--- src/rtl/flash_ctl_pkg.sv ---
package flash_ctl_pkg;

  // --------------------------------------------------------------------------
  // Register map (byte offsets) and bus responses
  // --------------------------------------------------------------------------
  localparam logic [7:0] OFF_FLASH_KEY = 8'h04;
  localparam logic [7:0] OFF_USD_KEY = 8'h08;
  localparam logic [7:0] OFF_STATUS = 8'h0c;
  localparam logic [7:0] OFF_CONTROL = 8'h10;
  localparam logic [7:0] OFF_ADDR = 8'h14;
  localparam logic [1:0] RESP_OKAY = 2'h0;
  localparam logic [1:0] RESP_SLVERR = 2'h2;
  localparam logic [3:0] STRB_FULL = 4'hf;

  // --------------------------------------------------------------------------
  // Field positions and reset values
  // --------------------------------------------------------------------------
  localparam int STS_BUSY = 0;
  localparam int STS_NOT_ERASED = 2;
  localparam int STS_PROTECT = 4;
  localparam int STS_DONE = 5;
  localparam int CTL_MAIN_PROG = 0;
  localparam int CTL_SECTOR = 1;
  localparam int CTL_BANK = 2;
  localparam int CTL_BLOCK = 3;
  localparam int CTL_USD_PROG = 4;
  localparam int CTL_USD_ERASE = 5;
  localparam int CTL_ERASE_START = 6;
  localparam int CTL_OP_LOCK = 7;
  localparam int CTL_USD_UNLOCKED = 9;
  localparam int CTL_ERR_IE = 10;
  localparam int CTL_DONE_IE = 12;
  localparam int CTL_HP_DIS = 16;
  localparam logic [31:0] ADDR_RESET = 32'h0000_0000;
  localparam logic [15:0] ERASED_HALFWORD = 16'hffff;

  // --------------------------------------------------------------------------
  // Operations and the command handed to the array
  // --------------------------------------------------------------------------
  typedef enum logic [2:0] {
    OP_NONE, OP_MAIN_PROG, OP_SECTOR_ERASE, OP_BANK_ERASE,
    OP_USD_PROG, OP_USD_ERASE, OP_USD_CLEAR
  } flash_op_t;

  typedef struct packed {
    flash_op_t op;
    logic [31:0] addr;
    logic [15:0] data;
  } flash_cmd_t;

endpackage : flash_ctl_pkg

--- src/rtl/flash_program_erase_control.sv ---
// Function
// - User-data key register reads back zero
// - Done flag set on completion, write-one clears
// - Protect error on protected address main-flash program
// - Not-erased error when program location not 0xFFFF
// - Busy flag high while operation runs
// - High-protect disable clears user data, self-clears
// - After that reset, user data reports unlocked
// - Done interrupt only with done enable
// - Error interrupt only with error enable
// - Unlocked indicator gates user-data erase/program
// - Writing zero re-locks user data area
// - Operation lock resets one, blocks main ops
// - Valid flash unlock clears operation lock
// - Writing one to operation lock relocks
// - Erase start triggers erase, self-clears after
// - Address register gives the erase target
`timescale 1ns/1ps
`default_nettype none

module flash_program_erase_control #(
  parameter logic [31:0] FLASH_KEY_FIRST = 32'h1234_5678, // Arbitrary value
  parameter logic [31:0] FLASH_KEY_SECOND = 32'h9abc_def0, // Arbitrary value
  parameter logic [31:0] USD_KEY_FIRST = 32'h1234_5678, // Arbitrary value
  parameter logic [31:0] USD_KEY_SECOND = 32'h9abc_def0 // Arbitrary value
) (
  input wire logic clk, // System clock, 200 MHz
  input wire logic rst, // Asynchronous reset, active high
  input wire logic [7:0] s_awaddr, // AXI write address
  input wire logic s_awvalid, // AXI write address valid
  output logic s_awready, // AXI write address ready
  input wire logic [31:0] s_wdata, // AXI write data
  input wire logic [3:0] s_wstrb, // AXI write strobes
  input wire logic s_wvalid, // AXI write data valid
  output logic s_wready, // AXI write data ready
  output logic [1:0] s_bresp, // AXI write response
  output logic s_bvalid, // AXI write response valid
  input wire logic s_bready, // AXI write response ready
  input wire logic [7:0] s_araddr, // AXI read address
  input wire logic s_arvalid, // AXI read address valid
  output logic s_arready, // AXI read address ready
  output logic [31:0] s_rdata, // AXI read data
  output logic [1:0] s_rresp, // AXI read response
  output logic s_rvalid, // AXI read data valid
  input wire logic s_rready, // AXI read data ready
  input wire logic prog_valid, // Halfword write to flash space
  output logic prog_ready, // Halfword write taken
  input wire logic [31:0] prog_addr, // Target location of the write
  input wire logic [15:0] prog_data, // Halfword to program
  output flash_ctl_pkg::flash_cmd_t arr_cmd, // Command to the array
  output logic arr_req, // Array operation requested
  input wire logic arr_ack, // Array operation finished, pulse
  input wire logic [15:0] arr_rdata, // Content at arr_cmd.addr
  input wire logic arr_protected, // arr_cmd.addr is write protected
  input wire logic usd_unlocked_boot, // User data was cleared before reset
  output logic irq // Combined interrupt, active high
);

  // --------------------------------------------------------------------------
  // State
  // --------------------------------------------------------------------------
  typedef enum logic [1:0] {ST_IDLE, ST_CHECK, ST_RUN} seq_state_t;

  seq_state_t state;
  logic aw_held, w_held;
  logic [7:0] aw_addr_q, rd_addr;
  logic [31:0] w_data_q;
  logic [3:0] w_strb_q;
  logic wr_go, wr_en;
  logic [31:0] rd_word;
  logic done_flag, protect_err, not_erased_err;
  logic done_ie, err_ie, op_lock, user_unlocked, erase_start, hp_dis;
  logic [5:0] op_select;
  logic [31:0] erase_target_address;
  logic flash_key_armed, usd_key_armed, boot_seen;
  logic flash_unlock_ok, usd_unlock_ok;
  logic launch, op_finish, check_fail_protect, check_fail_blank, busy;
  flash_ctl_pkg::flash_op_t next_op;
  logic prog_take, erase_abort;

  function automatic logic is_mapped(input logic [7:0] a);
    is_mapped = (a == flash_ctl_pkg::OFF_FLASH_KEY) || (a == flash_ctl_pkg::OFF_USD_KEY)
             || (a == flash_ctl_pkg::OFF_STATUS) || (a == flash_ctl_pkg::OFF_CONTROL)
             || (a == flash_ctl_pkg::OFF_ADDR);
  endfunction : is_mapped

  function automatic logic is_main_op(input flash_ctl_pkg::flash_op_t op);
    is_main_op = (op == flash_ctl_pkg::OP_MAIN_PROG) || (op == flash_ctl_pkg::OP_SECTOR_ERASE)
              || (op == flash_ctl_pkg::OP_BANK_ERASE);
  endfunction : is_main_op

  // --------------------------------------------------------------------------
  // AXI4-Lite write path
  // --------------------------------------------------------------------------
  // Address and data are caught in either order; the response follows both
  assign s_awready = !aw_held && !s_bvalid;
  assign s_wready = !w_held && !s_bvalid;
  assign wr_go = aw_held && w_held && !s_bvalid;
  // Partial-word writes are refused rather than merged into a register
  assign wr_en = wr_go && is_mapped(aw_addr_q) && (w_strb_q == flash_ctl_pkg::STRB_FULL);

  // Holding registers for the two write channels
  always_ff @(posedge clk or posedge rst) begin
    if (rst) begin
      aw_held <= 1'b0;
      w_held <= 1'b0;
      aw_addr_q <= 8'h00;
      w_data_q <= 32'h0000_0000;
      w_strb_q <= 4'h0;
    end else begin
      if (s_awvalid && s_awready) begin
        aw_held <= 1'b1;
        aw_addr_q <= s_awaddr;
      end else if (wr_go) begin
        aw_held <= 1'b0;
      end
      if (s_wvalid && s_wready) begin
        w_held <= 1'b1;
        w_data_q <= s_wdata;
        w_strb_q <= s_wstrb;
      end else if (wr_go) begin
        w_held <= 1'b0;
      end
    end
  end

  // Write response, one cycle after both channels are held
  always_ff @(posedge clk or posedge rst) begin
    if (rst) begin
      s_bvalid <= 1'b0;
      s_bresp <= flash_ctl_pkg::RESP_OKAY;
    end else if (wr_go) begin
      s_bvalid <= 1'b1;
      s_bresp <= wr_en ? flash_ctl_pkg::RESP_OKAY : flash_ctl_pkg::RESP_SLVERR;
    end else if (s_bready) begin
      s_bvalid <= 1'b0;
    end
  end

  // --------------------------------------------------------------------------
  // AXI4-Lite read path
  // --------------------------------------------------------------------------
  assign s_arready = !s_rvalid;

  // Read view; key and address registers are write-only and read zero
  always_comb begin
    rd_word = 32'h0000_0000;
    if (s_araddr == flash_ctl_pkg::OFF_STATUS) begin
      rd_word[flash_ctl_pkg::STS_DONE] = done_flag;
      rd_word[flash_ctl_pkg::STS_PROTECT] = protect_err;
      rd_word[flash_ctl_pkg::STS_NOT_ERASED] = not_erased_err;
      rd_word[flash_ctl_pkg::STS_BUSY] = busy;
    end else if (s_araddr == flash_ctl_pkg::OFF_CONTROL) begin
      rd_word[flash_ctl_pkg::CTL_HP_DIS] = hp_dis;
      rd_word[flash_ctl_pkg::CTL_DONE_IE] = done_ie;
      rd_word[flash_ctl_pkg::CTL_ERR_IE] = err_ie;
      rd_word[flash_ctl_pkg::CTL_USD_UNLOCKED] = user_unlocked;
      rd_word[flash_ctl_pkg::CTL_OP_LOCK] = op_lock;
      rd_word[flash_ctl_pkg::CTL_ERASE_START] = erase_start;
      rd_word[flash_ctl_pkg::CTL_USD_ERASE:flash_ctl_pkg::CTL_MAIN_PROG] = op_select;
    end
  end

  // Read data registered on the address handshake
  always_ff @(posedge clk or posedge rst) begin
    if (rst) begin
      s_rvalid <= 1'b0;
      s_rdata <= 32'h0000_0000;
      s_rresp <= flash_ctl_pkg::RESP_OKAY;
      rd_addr <= 8'h00;
    end else if (s_arvalid && s_arready) begin
      s_rvalid <= 1'b1;
      s_rdata <= rd_word;
      s_rresp <= is_mapped(s_araddr) ? flash_ctl_pkg::RESP_OKAY : flash_ctl_pkg::RESP_SLVERR;
      rd_addr <= s_araddr;
    end else if (s_rready) begin
      s_rvalid <= 1'b0;
    end
  end

  // --------------------------------------------------------------------------
  // Unlock key sequences
  // --------------------------------------------------------------------------
  // A wrong word anywhere disarms the sequence, so a stray write cannot unlock
  assign flash_unlock_ok = wr_en && (aw_addr_q == flash_ctl_pkg::OFF_FLASH_KEY)
                        && flash_key_armed && (w_data_q == FLASH_KEY_SECOND);
  assign usd_unlock_ok = wr_en && (aw_addr_q == flash_ctl_pkg::OFF_USD_KEY)
                      && usd_key_armed && (w_data_q == USD_KEY_SECOND);

  always_ff @(posedge clk or posedge rst) begin
    if (rst) begin
      flash_key_armed <= 1'b0;
      usd_key_armed <= 1'b0;
    end else if (wr_en) begin
      if (aw_addr_q == flash_ctl_pkg::OFF_FLASH_KEY) begin
        flash_key_armed <= !flash_key_armed && (w_data_q == FLASH_KEY_FIRST);
      end else if (aw_addr_q == flash_ctl_pkg::OFF_USD_KEY) begin
        usd_key_armed <= !usd_key_armed && (w_data_q == USD_KEY_FIRST);
      end
    end
  end

  // --------------------------------------------------------------------------
  // Control register
  // --------------------------------------------------------------------------
  // Lock bits: hardware unlocks, software may only relock
  always_ff @(posedge clk or posedge rst) begin
    if (rst) begin
      op_lock <= 1'b1;
    end else if (flash_unlock_ok) begin
      op_lock <= 1'b0;
    end else if (wr_en && (aw_addr_q == flash_ctl_pkg::OFF_CONTROL)
                 && w_data_q[flash_ctl_pkg::CTL_OP_LOCK]) begin
      op_lock <= 1'b1;
    end
  end

  // Boot image of the user data lock is caught at the first edge after reset
  always_ff @(posedge clk or posedge rst) begin
    if (rst) begin
      boot_seen <= 1'b0;
      user_unlocked <= 1'b0;
    end else begin
      boot_seen <= 1'b1;
      if ((!boot_seen && usd_unlocked_boot) || usd_unlock_ok) begin
        user_unlocked <= 1'b1;
      end else if (wr_en && (aw_addr_q == flash_ctl_pkg::OFF_CONTROL)
                   && !w_data_q[flash_ctl_pkg::CTL_USD_UNLOCKED]) begin
        user_unlocked <= 1'b0;
      end
    end
  end

  // Plain fields: read/write selects and enables, write-only erase target
  always_ff @(posedge clk or posedge rst) begin
    if (rst) begin
      done_ie <= 1'b0;
      err_ie <= 1'b0;
      op_select <= 6'h00;
      erase_target_address <= flash_ctl_pkg::ADDR_RESET;
    end else if (wr_en && (aw_addr_q == flash_ctl_pkg::OFF_CONTROL)) begin
      done_ie <= w_data_q[flash_ctl_pkg::CTL_DONE_IE];
      err_ie <= w_data_q[flash_ctl_pkg::CTL_ERR_IE];
      op_select <= w_data_q[flash_ctl_pkg::CTL_USD_ERASE:flash_ctl_pkg::CTL_MAIN_PROG];
    end else if (wr_en && (aw_addr_q == flash_ctl_pkg::OFF_ADDR)) begin
      erase_target_address <= w_data_q;
    end
  end

  // Self-clearing starts; a new write of one wins over the hardware clear
  always_ff @(posedge clk or posedge rst) begin
    if (rst) begin
      erase_start <= 1'b0;
      hp_dis <= 1'b0;
    end else begin
      if (wr_en && (aw_addr_q == flash_ctl_pkg::OFF_CONTROL)
          && w_data_q[flash_ctl_pkg::CTL_ERASE_START]) begin
        erase_start <= 1'b1;
      end else if (erase_abort || (op_finish && arr_cmd.op != flash_ctl_pkg::OP_USD_CLEAR
                   && arr_cmd.op != flash_ctl_pkg::OP_MAIN_PROG
                   && arr_cmd.op != flash_ctl_pkg::OP_USD_PROG)) begin
        erase_start <= 1'b0;
      end
      if (wr_en && (aw_addr_q == flash_ctl_pkg::OFF_CONTROL)
          && w_data_q[flash_ctl_pkg::CTL_HP_DIS]) begin
        hp_dis <= 1'b1;
      end else if (op_finish && arr_cmd.op == flash_ctl_pkg::OP_USD_CLEAR) begin
        hp_dis <= 1'b0;
      end
    end
  end

  // --------------------------------------------------------------------------
  // Operation launch decode
  // --------------------------------------------------------------------------
  // Priority: protection disable, then erase, then a pending halfword write
  always_comb begin
    next_op = flash_ctl_pkg::OP_NONE;
    erase_abort = 1'b0;
    prog_take = 1'b0;
    if (state == ST_IDLE && !op_finish) begin
      if (hp_dis) begin
        next_op = flash_ctl_pkg::OP_USD_CLEAR;
      end else if (erase_start) begin
        if (op_select[flash_ctl_pkg::CTL_USD_ERASE] && user_unlocked) begin
          next_op = flash_ctl_pkg::OP_USD_ERASE;
        end else if (op_select[flash_ctl_pkg::CTL_SECTOR] && !op_lock) begin
          next_op = flash_ctl_pkg::OP_SECTOR_ERASE;
        end else if ((op_select[flash_ctl_pkg::CTL_BANK] || op_select[flash_ctl_pkg::CTL_BLOCK])
                     && !op_lock) begin
          next_op = flash_ctl_pkg::OP_BANK_ERASE;
        end else begin
          erase_abort = 1'b1; // Blocked or nothing selected: drop it
        end
      end else if (prog_valid) begin
        prog_take = op_select[flash_ctl_pkg::CTL_MAIN_PROG]
                 || op_select[flash_ctl_pkg::CTL_USD_PROG];
        if (op_select[flash_ctl_pkg::CTL_USD_PROG] && user_unlocked) begin
          next_op = flash_ctl_pkg::OP_USD_PROG;
        end else if (op_select[flash_ctl_pkg::CTL_MAIN_PROG] && !op_lock) begin
          next_op = flash_ctl_pkg::OP_MAIN_PROG;
        end
      end
    end
  end

  // Writes without a program select stall the requester; locked ones are dropped
  assign prog_ready = prog_take;
  assign launch = next_op != flash_ctl_pkg::OP_NONE;
  assign op_finish = (state == ST_RUN) && arr_ack;
  assign arr_req = state == ST_RUN;
  assign busy = state != ST_IDLE;

  // --------------------------------------------------------------------------
  // Sequencer
  // --------------------------------------------------------------------------
  // Programs pass a check cycle: protection first, then the blank check
  assign check_fail_protect = (state == ST_CHECK) && arr_protected
                           && (arr_cmd.op == flash_ctl_pkg::OP_MAIN_PROG);
  assign check_fail_blank = (state == ST_CHECK) && !check_fail_protect
                         && (arr_rdata != flash_ctl_pkg::ERASED_HALFWORD);

  always_ff @(posedge clk or posedge rst) begin
    if (rst) begin
      state <= ST_IDLE;
      arr_cmd <= '{op: flash_ctl_pkg::OP_NONE, addr: flash_ctl_pkg::ADDR_RESET, data: 16'h0000};
    end else begin
      case (state)
        ST_IDLE: begin
          if (launch) begin
            arr_cmd.op <= next_op;
            arr_cmd.addr <= prog_take ? prog_addr : erase_target_address;
            arr_cmd.data <= prog_take ? prog_data : flash_ctl_pkg::ERASED_HALFWORD;
            state <= prog_take ? ST_CHECK : ST_RUN;
          end
        end
        ST_CHECK: begin
          state <= (check_fail_protect || check_fail_blank) ? ST_IDLE : ST_RUN;
        end
        ST_RUN: begin
          if (arr_ack) begin
            state <= ST_IDLE;
          end
        end
        default: begin
          state <= ST_IDLE;
        end
      endcase
    end
  end

  // --------------------------------------------------------------------------
  // Status flags and interrupt
  // --------------------------------------------------------------------------
  // Write-one-to-clear; a setting event in the same cycle wins
  always_ff @(posedge clk or posedge rst) begin
    if (rst) begin
      done_flag <= 1'b0;
      protect_err <= 1'b0;
      not_erased_err <= 1'b0;
    end else begin
      done_flag <= op_finish || (done_flag && !(wr_en && aw_addr_q == flash_ctl_pkg::OFF_STATUS
                   && w_data_q[flash_ctl_pkg::STS_DONE]));
      protect_err <= check_fail_protect || (protect_err && !(wr_en
                     && aw_addr_q == flash_ctl_pkg::OFF_STATUS
                     && w_data_q[flash_ctl_pkg::STS_PROTECT]));
      not_erased_err <= check_fail_blank || (not_erased_err && !(wr_en
                        && aw_addr_q == flash_ctl_pkg::OFF_STATUS
                        && w_data_q[flash_ctl_pkg::STS_NOT_ERASED]));
    end
  end

  // One line for both sources, each gated by its own enable
  assign irq = (done_flag && done_ie) || ((protect_err || not_erased_err) && err_ie);
endmodule : flash_program_erase_control

`default_nettype wire

--- config.mk ---
export PLATFORM = sky130hd
export DESIGN_NAME = flash_program_erase_control
export DESIGN_NICKNAME = d
export VERILOG_FILES = /design/src/rtl/flash_ctl_pkg.sv /design/src/rtl/flash_program_erase_control.sv
export SDC_FILE = /design/constraint.sdc
export NUM_CORES = 1
export LEC_CHECK = 0
export ABC_AREA = 1
export BUFFER_PORTS_ARGS = -buffer_cell sky130_fd_sc_hd__buf_2
export CAP_MARGIN = 20
export CORE_MARGIN = 8
export CORE_UTILIZATION = 52
export CTS_BUF_LIST = sky130_fd_sc_hd__clkbuf_8 sky130_fd_sc_hd__clkbuf_16
export CTS_CLUSTER_DIAMETER = 50
export DETAILED_ROUTE_END_ITERATION = 10
export PLACE_DENSITY_LB_ADDON = 0.12
export SYNTH_ARGS = -nofsm -noshare
export SYNTH_HDL_FRONTEND = slang
export SYNTH_SLANG_ARGS = --single-unit
--- constraint.sdc ---
create_clock -name clk -period 7.43 [get_ports clk]
set_input_delay 1.1145 -clock clk [delete_from_list [all_inputs] [get_ports clk]]
set_output_delay 1.1145 -clock clk [all_outputs]
set_load 0.01 [all_outputs]
==> results of run 1 <==
-- worst min-delay path, cell delays in order, from the launching register on --
cell and delay (ns):
dfrtp_1 0.34, nand2_1 0.05, nand2_1 0.04
-- stage by stage --
| stage | setup slack, ns | utilization, % | cells | power, mW | hold WS [ns] |
|---|---|---|---|---|---|
| floorplan | 1.855 | - | 984 | 1.738 | 0.4534 |
| global placement | 3.107 | 59.78 | 1314 | 1.950 | 0.4481 |
| detailed placement | 3.105 | 59.92 | 1315 | 1.970 | 0.4532 |
| CTS | 3.104 | 63.64 | 1346 | 2.769 | 0.4687 |
| global route | 2.870 | 63.65 | 1347 | 2.927 | 0.4802 |
| finish | 3.160 | 63.65 | 1347 | 2.747 | 0.4649 |
-- layer usage --
metal / global-route usage [%] / wire [um]
met5: 0 / 32
met2: 33.64 / 9112
met3: 6.498 / 1739
met4: 6.284 / 219
met1: 26.46 / 8178
-- cell families (layout without fill, tap and decap cells) --
kind of cell / after synthesis / in the layout / synth area share, %
other: 2 / 24 / 0.09903
multiplexers: 4 / 4 / 0.5939
AO/OA/AOI/OAI: 117 / 117 / 7.788
AND/OR/NAND/NOR: 538 / 538 / 28.68
buffers and inverters: 137 / 315 / 8.381
flip-flops: 165 / 165 / 54.46
-- state kept, by name, summed over array words and instances (netlist names), 2 cells and up --
register and flops:
s_rdata 12, aw_addr_q 8, arr_cmd 51, w_data_q 32, op_select 6, state 2, w_strb_q 4, erase_target_address 32
-- how the worst min path moves through the flow --
stage | from | end | slack (ns) | depth (start not counted)
final | arr_cmd[1] | arr_cmd[1] | 0.46 | 2
after CTS | arr_cmd[25] | arr_cmd[25] | 0.47 | 2
after global routing | arr_cmd[8] | arr_cmd[8] | 0.48 | 2
after global placement | arr_cmd[15] | arr_cmd[15] | 0.45 | 2
after floorplan | erase_target_address[0] | erase_target_address[0] | 0.45 | 2
after detailed placement | arr_cmd[8] | arr_cmd[8] | 0.45 | 2
-- cell usage in the layout (no fill, tap or decap), drive strengths merged --
master    netlist  layout
nand2         385     385
buf            41     203
dfrtp         164     164
nor2           91      91
inv            80      83
o21ai          73      73
a21oi          42      42
nand3          27      27
conb            2      23
clkbuf         15      18
nor3           16      16
nand4          13      13
clkinv          1       8
mux2            4       4
nand3b          2       2
or2             2       2
clkinvlp        0       2
nor4            2       2
diode           0       1
o21bai          1       1
o31ai           1       1
bufinv          0       1
dfstp           1       1
-- cell usage after synthesis --
cell,count
nand2_1,383
dfrtp_1,164
nor2_1,87
inv_1,75
o21ai_0,52
a21oi_1,42
nand3_1,23
buf_4,22
o21ai_1,21
nor3_1,16
clkbuf_1,15
buf_2,13
nand4_1,13
inv_2,5
mux2_2,4
nand3_2,4
buf_1,3
buf_6,3
nor2_2,3
conb_1,2
nand3b_1,2
or2_2,2
clkinv_1,1
dfstp_2,1
nand2_2,1
nand2_4,1
nor2_4,1
nor4_1,1
nor4_2,1
o21bai_1,1
o31ai_1,1
-- power breakdown --
part / total, mW / switching (mW) / leakage [nW] / internal (mW)
clock network: 0.799 / 0.339 / 0.275 / 0.460
logic: 0.746 / 0.506 / 2.82 / 0.239
registers: 1.20 / 0.121 / 2.07 / 1.08
total: 2.75 / 0.966 / 5.17 / 1.78
-- area by class of cell --
cell class	instances	area [sq um]
Antenna cell	1	2.502
Clock buffer	18	439.2
Clock inverter	13	95.09
Fill cell	1369	5223
Inverter	81	309.0
Multi-Input combinational cell	682	2902
Sequential cell	165	4130
Tap cell	184	230.2
Timing Repair Buffer	203	1039
==> results.toml, run 1 <==
[detailed_routing]
via_per_inst = 4.901
drc = 0
vias = 6602
wl_mm = 19.28
wl_per_cell_um = 14.31
dr.pass1.iters = 5
first_iter_violations = 397
antenna_left = 0

[final_layout]
fin_nets = 1277
drive_gt1_share_pct = 22.12
syn_to_final_growth_pct = 20.61
design_area_sq_um = 9146

[logic_synthesis]
synthTopCellsByArea = "dfrtp_1 54%, nand2_1 19%, nor2_1 4.3%"
ys_seq_area_share_pct = 54.46
synth_warnings = 0
yosysTopAreaCell = "dfrtp_1"
avgSynthCellArea_sq_um = 7.875
netlist_area_sq_um = 7584
ys_ff_latch = 165
synth_cells = 963
ys_types = 31
yosys.area.top_type_share_pct = 54.12

[setup_path]
cpMaxStageDelayCell = "inv_1"
crit_cells = 6
cp_cell_sequence = "buf_2, nand2_1, nor2_1, nand2_2, inv_1, buf_2"
path_class = "input port to output port"
crit_family = "buffers and inverters"
critPathLaunchType = "input port"
r2r-start = "state[0]"
ff2ff_path_depth = 9
cp.arrival_ns = 3.16
crit_top_cell = "buf_2"
r2r-end = "arr_cmd[39]"
worstPathBufferInverterCount = 3
cp-endpoint = "prog_ready"
max_stage_delay_ns = 0.95
worstPathMaxFanout = 51
end_kind = "output port"
crit_start = "prog_valid"
rrSetupSlack_ns = 4.77
crit_required_ns = 6.32

[sta]
final_hold_viol_count = 0
setup-tns-final_ns = 0
post-route-period-util_pct = 57.47
rsz0062_at_grt = "false"
slew_headroom_pct = 38.07
skew_ns = 0.01476
drv_slew = 0
worstMarginPinSlew_ns = 0.9279
setup_violations = 0
post-route-min-period_ns = 4.270
max_freq_mhz = 234.2

[global_routing]
grt-ovfl-total = 0
grt_pass1_vias = 6469
antenna_found_initial = 4
grt_pass1_wl_mm = 31.08
grt_use_total_pct = 20.89
grt_start_max_net_pins = 99

[clocking]
ctsResizeCount = 0
clk_latency_ns = 0.43
path_clk_slew_ns = 0.06
cts_made_buffers = 17
cts_hold_buf = 0
cts_root_buf = "clkbuf_16"
cts_tree = "done"
clockBufferDepth = 2
clock-sinks = 165
cts_setup_buffers = 0
ctsHtreeMaxLevel = 4

[power_and_ir_drop]
ir_worst_vdd_mv = 0.2549
power.density_nw_per_um2 = 300.3
p_leak_nw = 5.173

[placement]
placed_cell_area_sq_um = 8610
dp_hpwl_mm = 14.30
place_congestion = 0.8808
portBuffers = 199

[floorplanning]
rows = 44
initial_core_util_pct = 52.78
die_w_um = 136.8
dieArea_sq_um = 18700
coreArea_sq_um = 14370
io_pins = 222
die_h_um = 136.8

[outcome]
status = "finished clean"

[job]
drv_cap = 0

[hold_path]
hold_class = "flop to flop"
No activity file was read; power rests on OpenSTA's default activity.
==> run 2: changes to the inputs <==
--- a/config.mk
+++ b/config.mk
@@ -5,11 +5,11 @@
 export SDC_FILE = /design/constraint.sdc
 export NUM_CORES = 1
 export LEC_CHECK = 0
-export ABC_AREA = 1
+export ABC_AREA = 0
 export BUFFER_PORTS_ARGS = -buffer_cell sky130_fd_sc_hd__buf_2
 export CAP_MARGIN = 20
 export CORE_MARGIN = 8
-export CORE_UTILIZATION = 52
+export CORE_UTILIZATION = 47
 export CTS_BUF_LIST = sky130_fd_sc_hd__clkbuf_8 sky130_fd_sc_hd__clkbuf_16
 export CTS_CLUSTER_DIAMETER = 50
 export DETAILED_ROUTE_END_ITERATION = 10
==> constraint.sdc (replaced) <==
create_clock -name clk -period 3.64 [get_ports clk]
set_input_delay 0.546 -clock clk [delete_from_list [all_inputs] [get_ports clk]]
set_output_delay 0.546 -clock clk [all_outputs]
set_load 0.01 [all_outputs]
==> results.toml, run 2 <==
[detailed_routing]
wl_per_cell_um = 18.32
first_iter_violations = 219
drc = 0
via_per_inst = 5.133
dr.pass1.iters = 6
antenna_left = 0
vias = 5051
wl_mm = 18.03

[clocking]
ctsHtreeMaxLevel = 4
clockBufferDepth = 2
cts_root_buf = "clkbuf_16"
cts_hold_buf = 0
path_clk_slew_ns = 0.06
cts_setup_buffers = 0
clk_latency_ns = 0.41
cts_made_buffers = 17
clock-sinks = 165
ctsResizeCount = 0
cts_tree = "done"

[logic_synthesis]
ys.flop_type = "dfrtp_1"
synthTopCellsByArea = "dfrtp_1 55%, mux2_2 13%, mux2_1 9.5%"
ys_ff_latch = 165
synth_cells = 555
synth.most_common_cell = "dfrtp_1"
netlist_area_sq_um = 7451
avgSynthCellArea_sq_um = 13.43
synth-edff-count = 0
async_flop_share_pct = 100.0
ys_types = 49
ys_seq_area_share_pct = 55.43
yosys.area.top_type_share_pct = 55.08
synth_warnings = 0
ys_top_cells_by_count = "164 x dfrtp_1, 86 x mux2_2, 63 x mux2_1, 37 x nand2_1"
yosysTopAreaCell = "dfrtp_1"

[final_layout]
fillCellCount = 1344
final_core_util_pct = 57.80
fin_nets = 881
design_area_sq_um = 9082
syn_to_final_growth_pct = 21.90
reg_top3 = "arr_cmd x51, erase_target_address x32, w_data_q x32"
regArea_sq_um = 4130
multi_input_area_sq_um = 3018
regMostFlops = "arr_cmd"
drive_gt1_share_pct = 45.37
layout_common_cells = "199 x buf_2, 164 x dfrtp_1, 86 x mux2_2"
largest_reg_flops = 51
final_common_cell = "buf_2"
final_cell_count_no_fill = 984

[setup_path]
cpMaxStageDelayCell = "buf_4"
critPathLaunchType = "flop"
crit_required_ns = 3.09
cp_cell_sequence = "or3_4, nor4b_4, buf_4, buf_2"
max_stage_delay_ns = 0.57
worstPathMaxFanout = 51
end_kind = "output port"
path_class = "flop to output port"
cp.arrival_ns = 2.35

[placement]
pre_cts_ws_ns = 1.073
placedCellCount = 950
dp_hpwl_mm = 13.35
place_congestion = 0.8073
portBuffers = 199
placed_cell_area_sq_um = 8511

[power_and_ir_drop]
p_leak_nw = 4.505
power.density_nw_per_um2 = 548.1
ir_worst_vdd_mv = 0.3992

[floorplanning]
dieArea_sq_um = 20140
initial_core_util_pct = 47.42
die_h_um = 141.9
coreArea_sq_um = 15710
die_w_um = 141.9
io_pins = 222
rows = 46

[hold_path]
hold_class = "input port to asynchronous set/reset pin"

[sta]
drv_slew = 0
fin_ws_ns = 0.7401
skew_ns = 0.007854
post-route-period-util_pct = 79.67
setup_violations = 0
worstMarginPinSlew_ns = 0.9339
post-route-min-period_ns = 2.900
final_hold_viol_count = 0
slew_headroom_pct = 37.74
rsz0062_at_grt = "false"
max_freq_mhz = 344.8
setup-tns-final_ns = 0

[global_routing]
grt_use_total_pct = 18.29
grt-ovfl-total = 0
grt_pass1_vias = 5481
antenna_found_initial = 4
grt_pass1_wl_mm = 28.82
grt_start_max_net_pins = 136

[job]
drv_cap = 0

[outcome]
status = "finished clean"
## run 2: kinds of logic (layout without fill, tap and decap cells)
kind of cell           Yosys count  in the layout  synth area share, %
AOI/OAI and AO/OA               49             49                4.551
buffers and inverters           54            245                5.239
DFF                            165            165                55.43
muxes                          163            163                25.34
other                            2             24               0.1008
and+or+nand+nor                122            122                9.337
## run 2: worst paths after layout
check / start / to / slack (ns) / cells past startpoint
min in group clk: s_bready / s_bvalid / 0.31 / 2
worst max register to register: op_select[1] / arr_cmd[47] / 1.07 / 6
max in group asynchronous: rst / w_data_q[14] / 2.73 / 3
worst max-delay path: hp_dis / prog_ready / 0.74 / 4
worst min register to register: flash_key_armed / op_lock / 0.44 / 1
worst min-delay path: rst / s_bresp[1] / 0.27 / 3
## run 2: layer usage
metal	global-route usage, %	routed length, um	vias to the layer above
li1	-	-	2325
met1	22.16	7516	2515
met2	29.51	8781	171
met3	6.250	1318	34
met4	7.123	379	6
met5	0	34	-
## run 2: critical path: cells and delay by family (launching register included)
family	cells	cell delay (ns)
buf+inv	2	0.82
simple gates	2	0.66
flops	1	0.43
## run 2: cell type report
| cell class | count | area share (%) |
|---|---|---|
| timing repair buffer | 205 | 11.74 |
| sequential | 165 | 45.47 |
| multi-input combinational | 357 | 33.23 |
| clock buffer | 19 | 4.987 |
| clock inverter | 13 | 1.199 |
| antenna | 1 | 0.02755 |
| tap | 216 | 2.976 |
| inverter | 8 | 0.3720 |
## run 2: metrics by stage
| step | hold WS [ns] | total power, mW |
|---|---|---|
| after floorplan | 0.4100 | 3.003 |
| after global placement | 0.4223 | 3.286 |
| after detailed placement | 0.4321 | 3.343 |
| after CTS | 0.2663 | 5.041 |
| after global routing | 0.2835 | 5.242 |
| final | 0.2707 | 4.978 |
## run 2: report_power, final
part,internal (mW),switching [mW]
clock,0.972,0.712
sequential,2.16,0.303
combinational,0.465,0.366
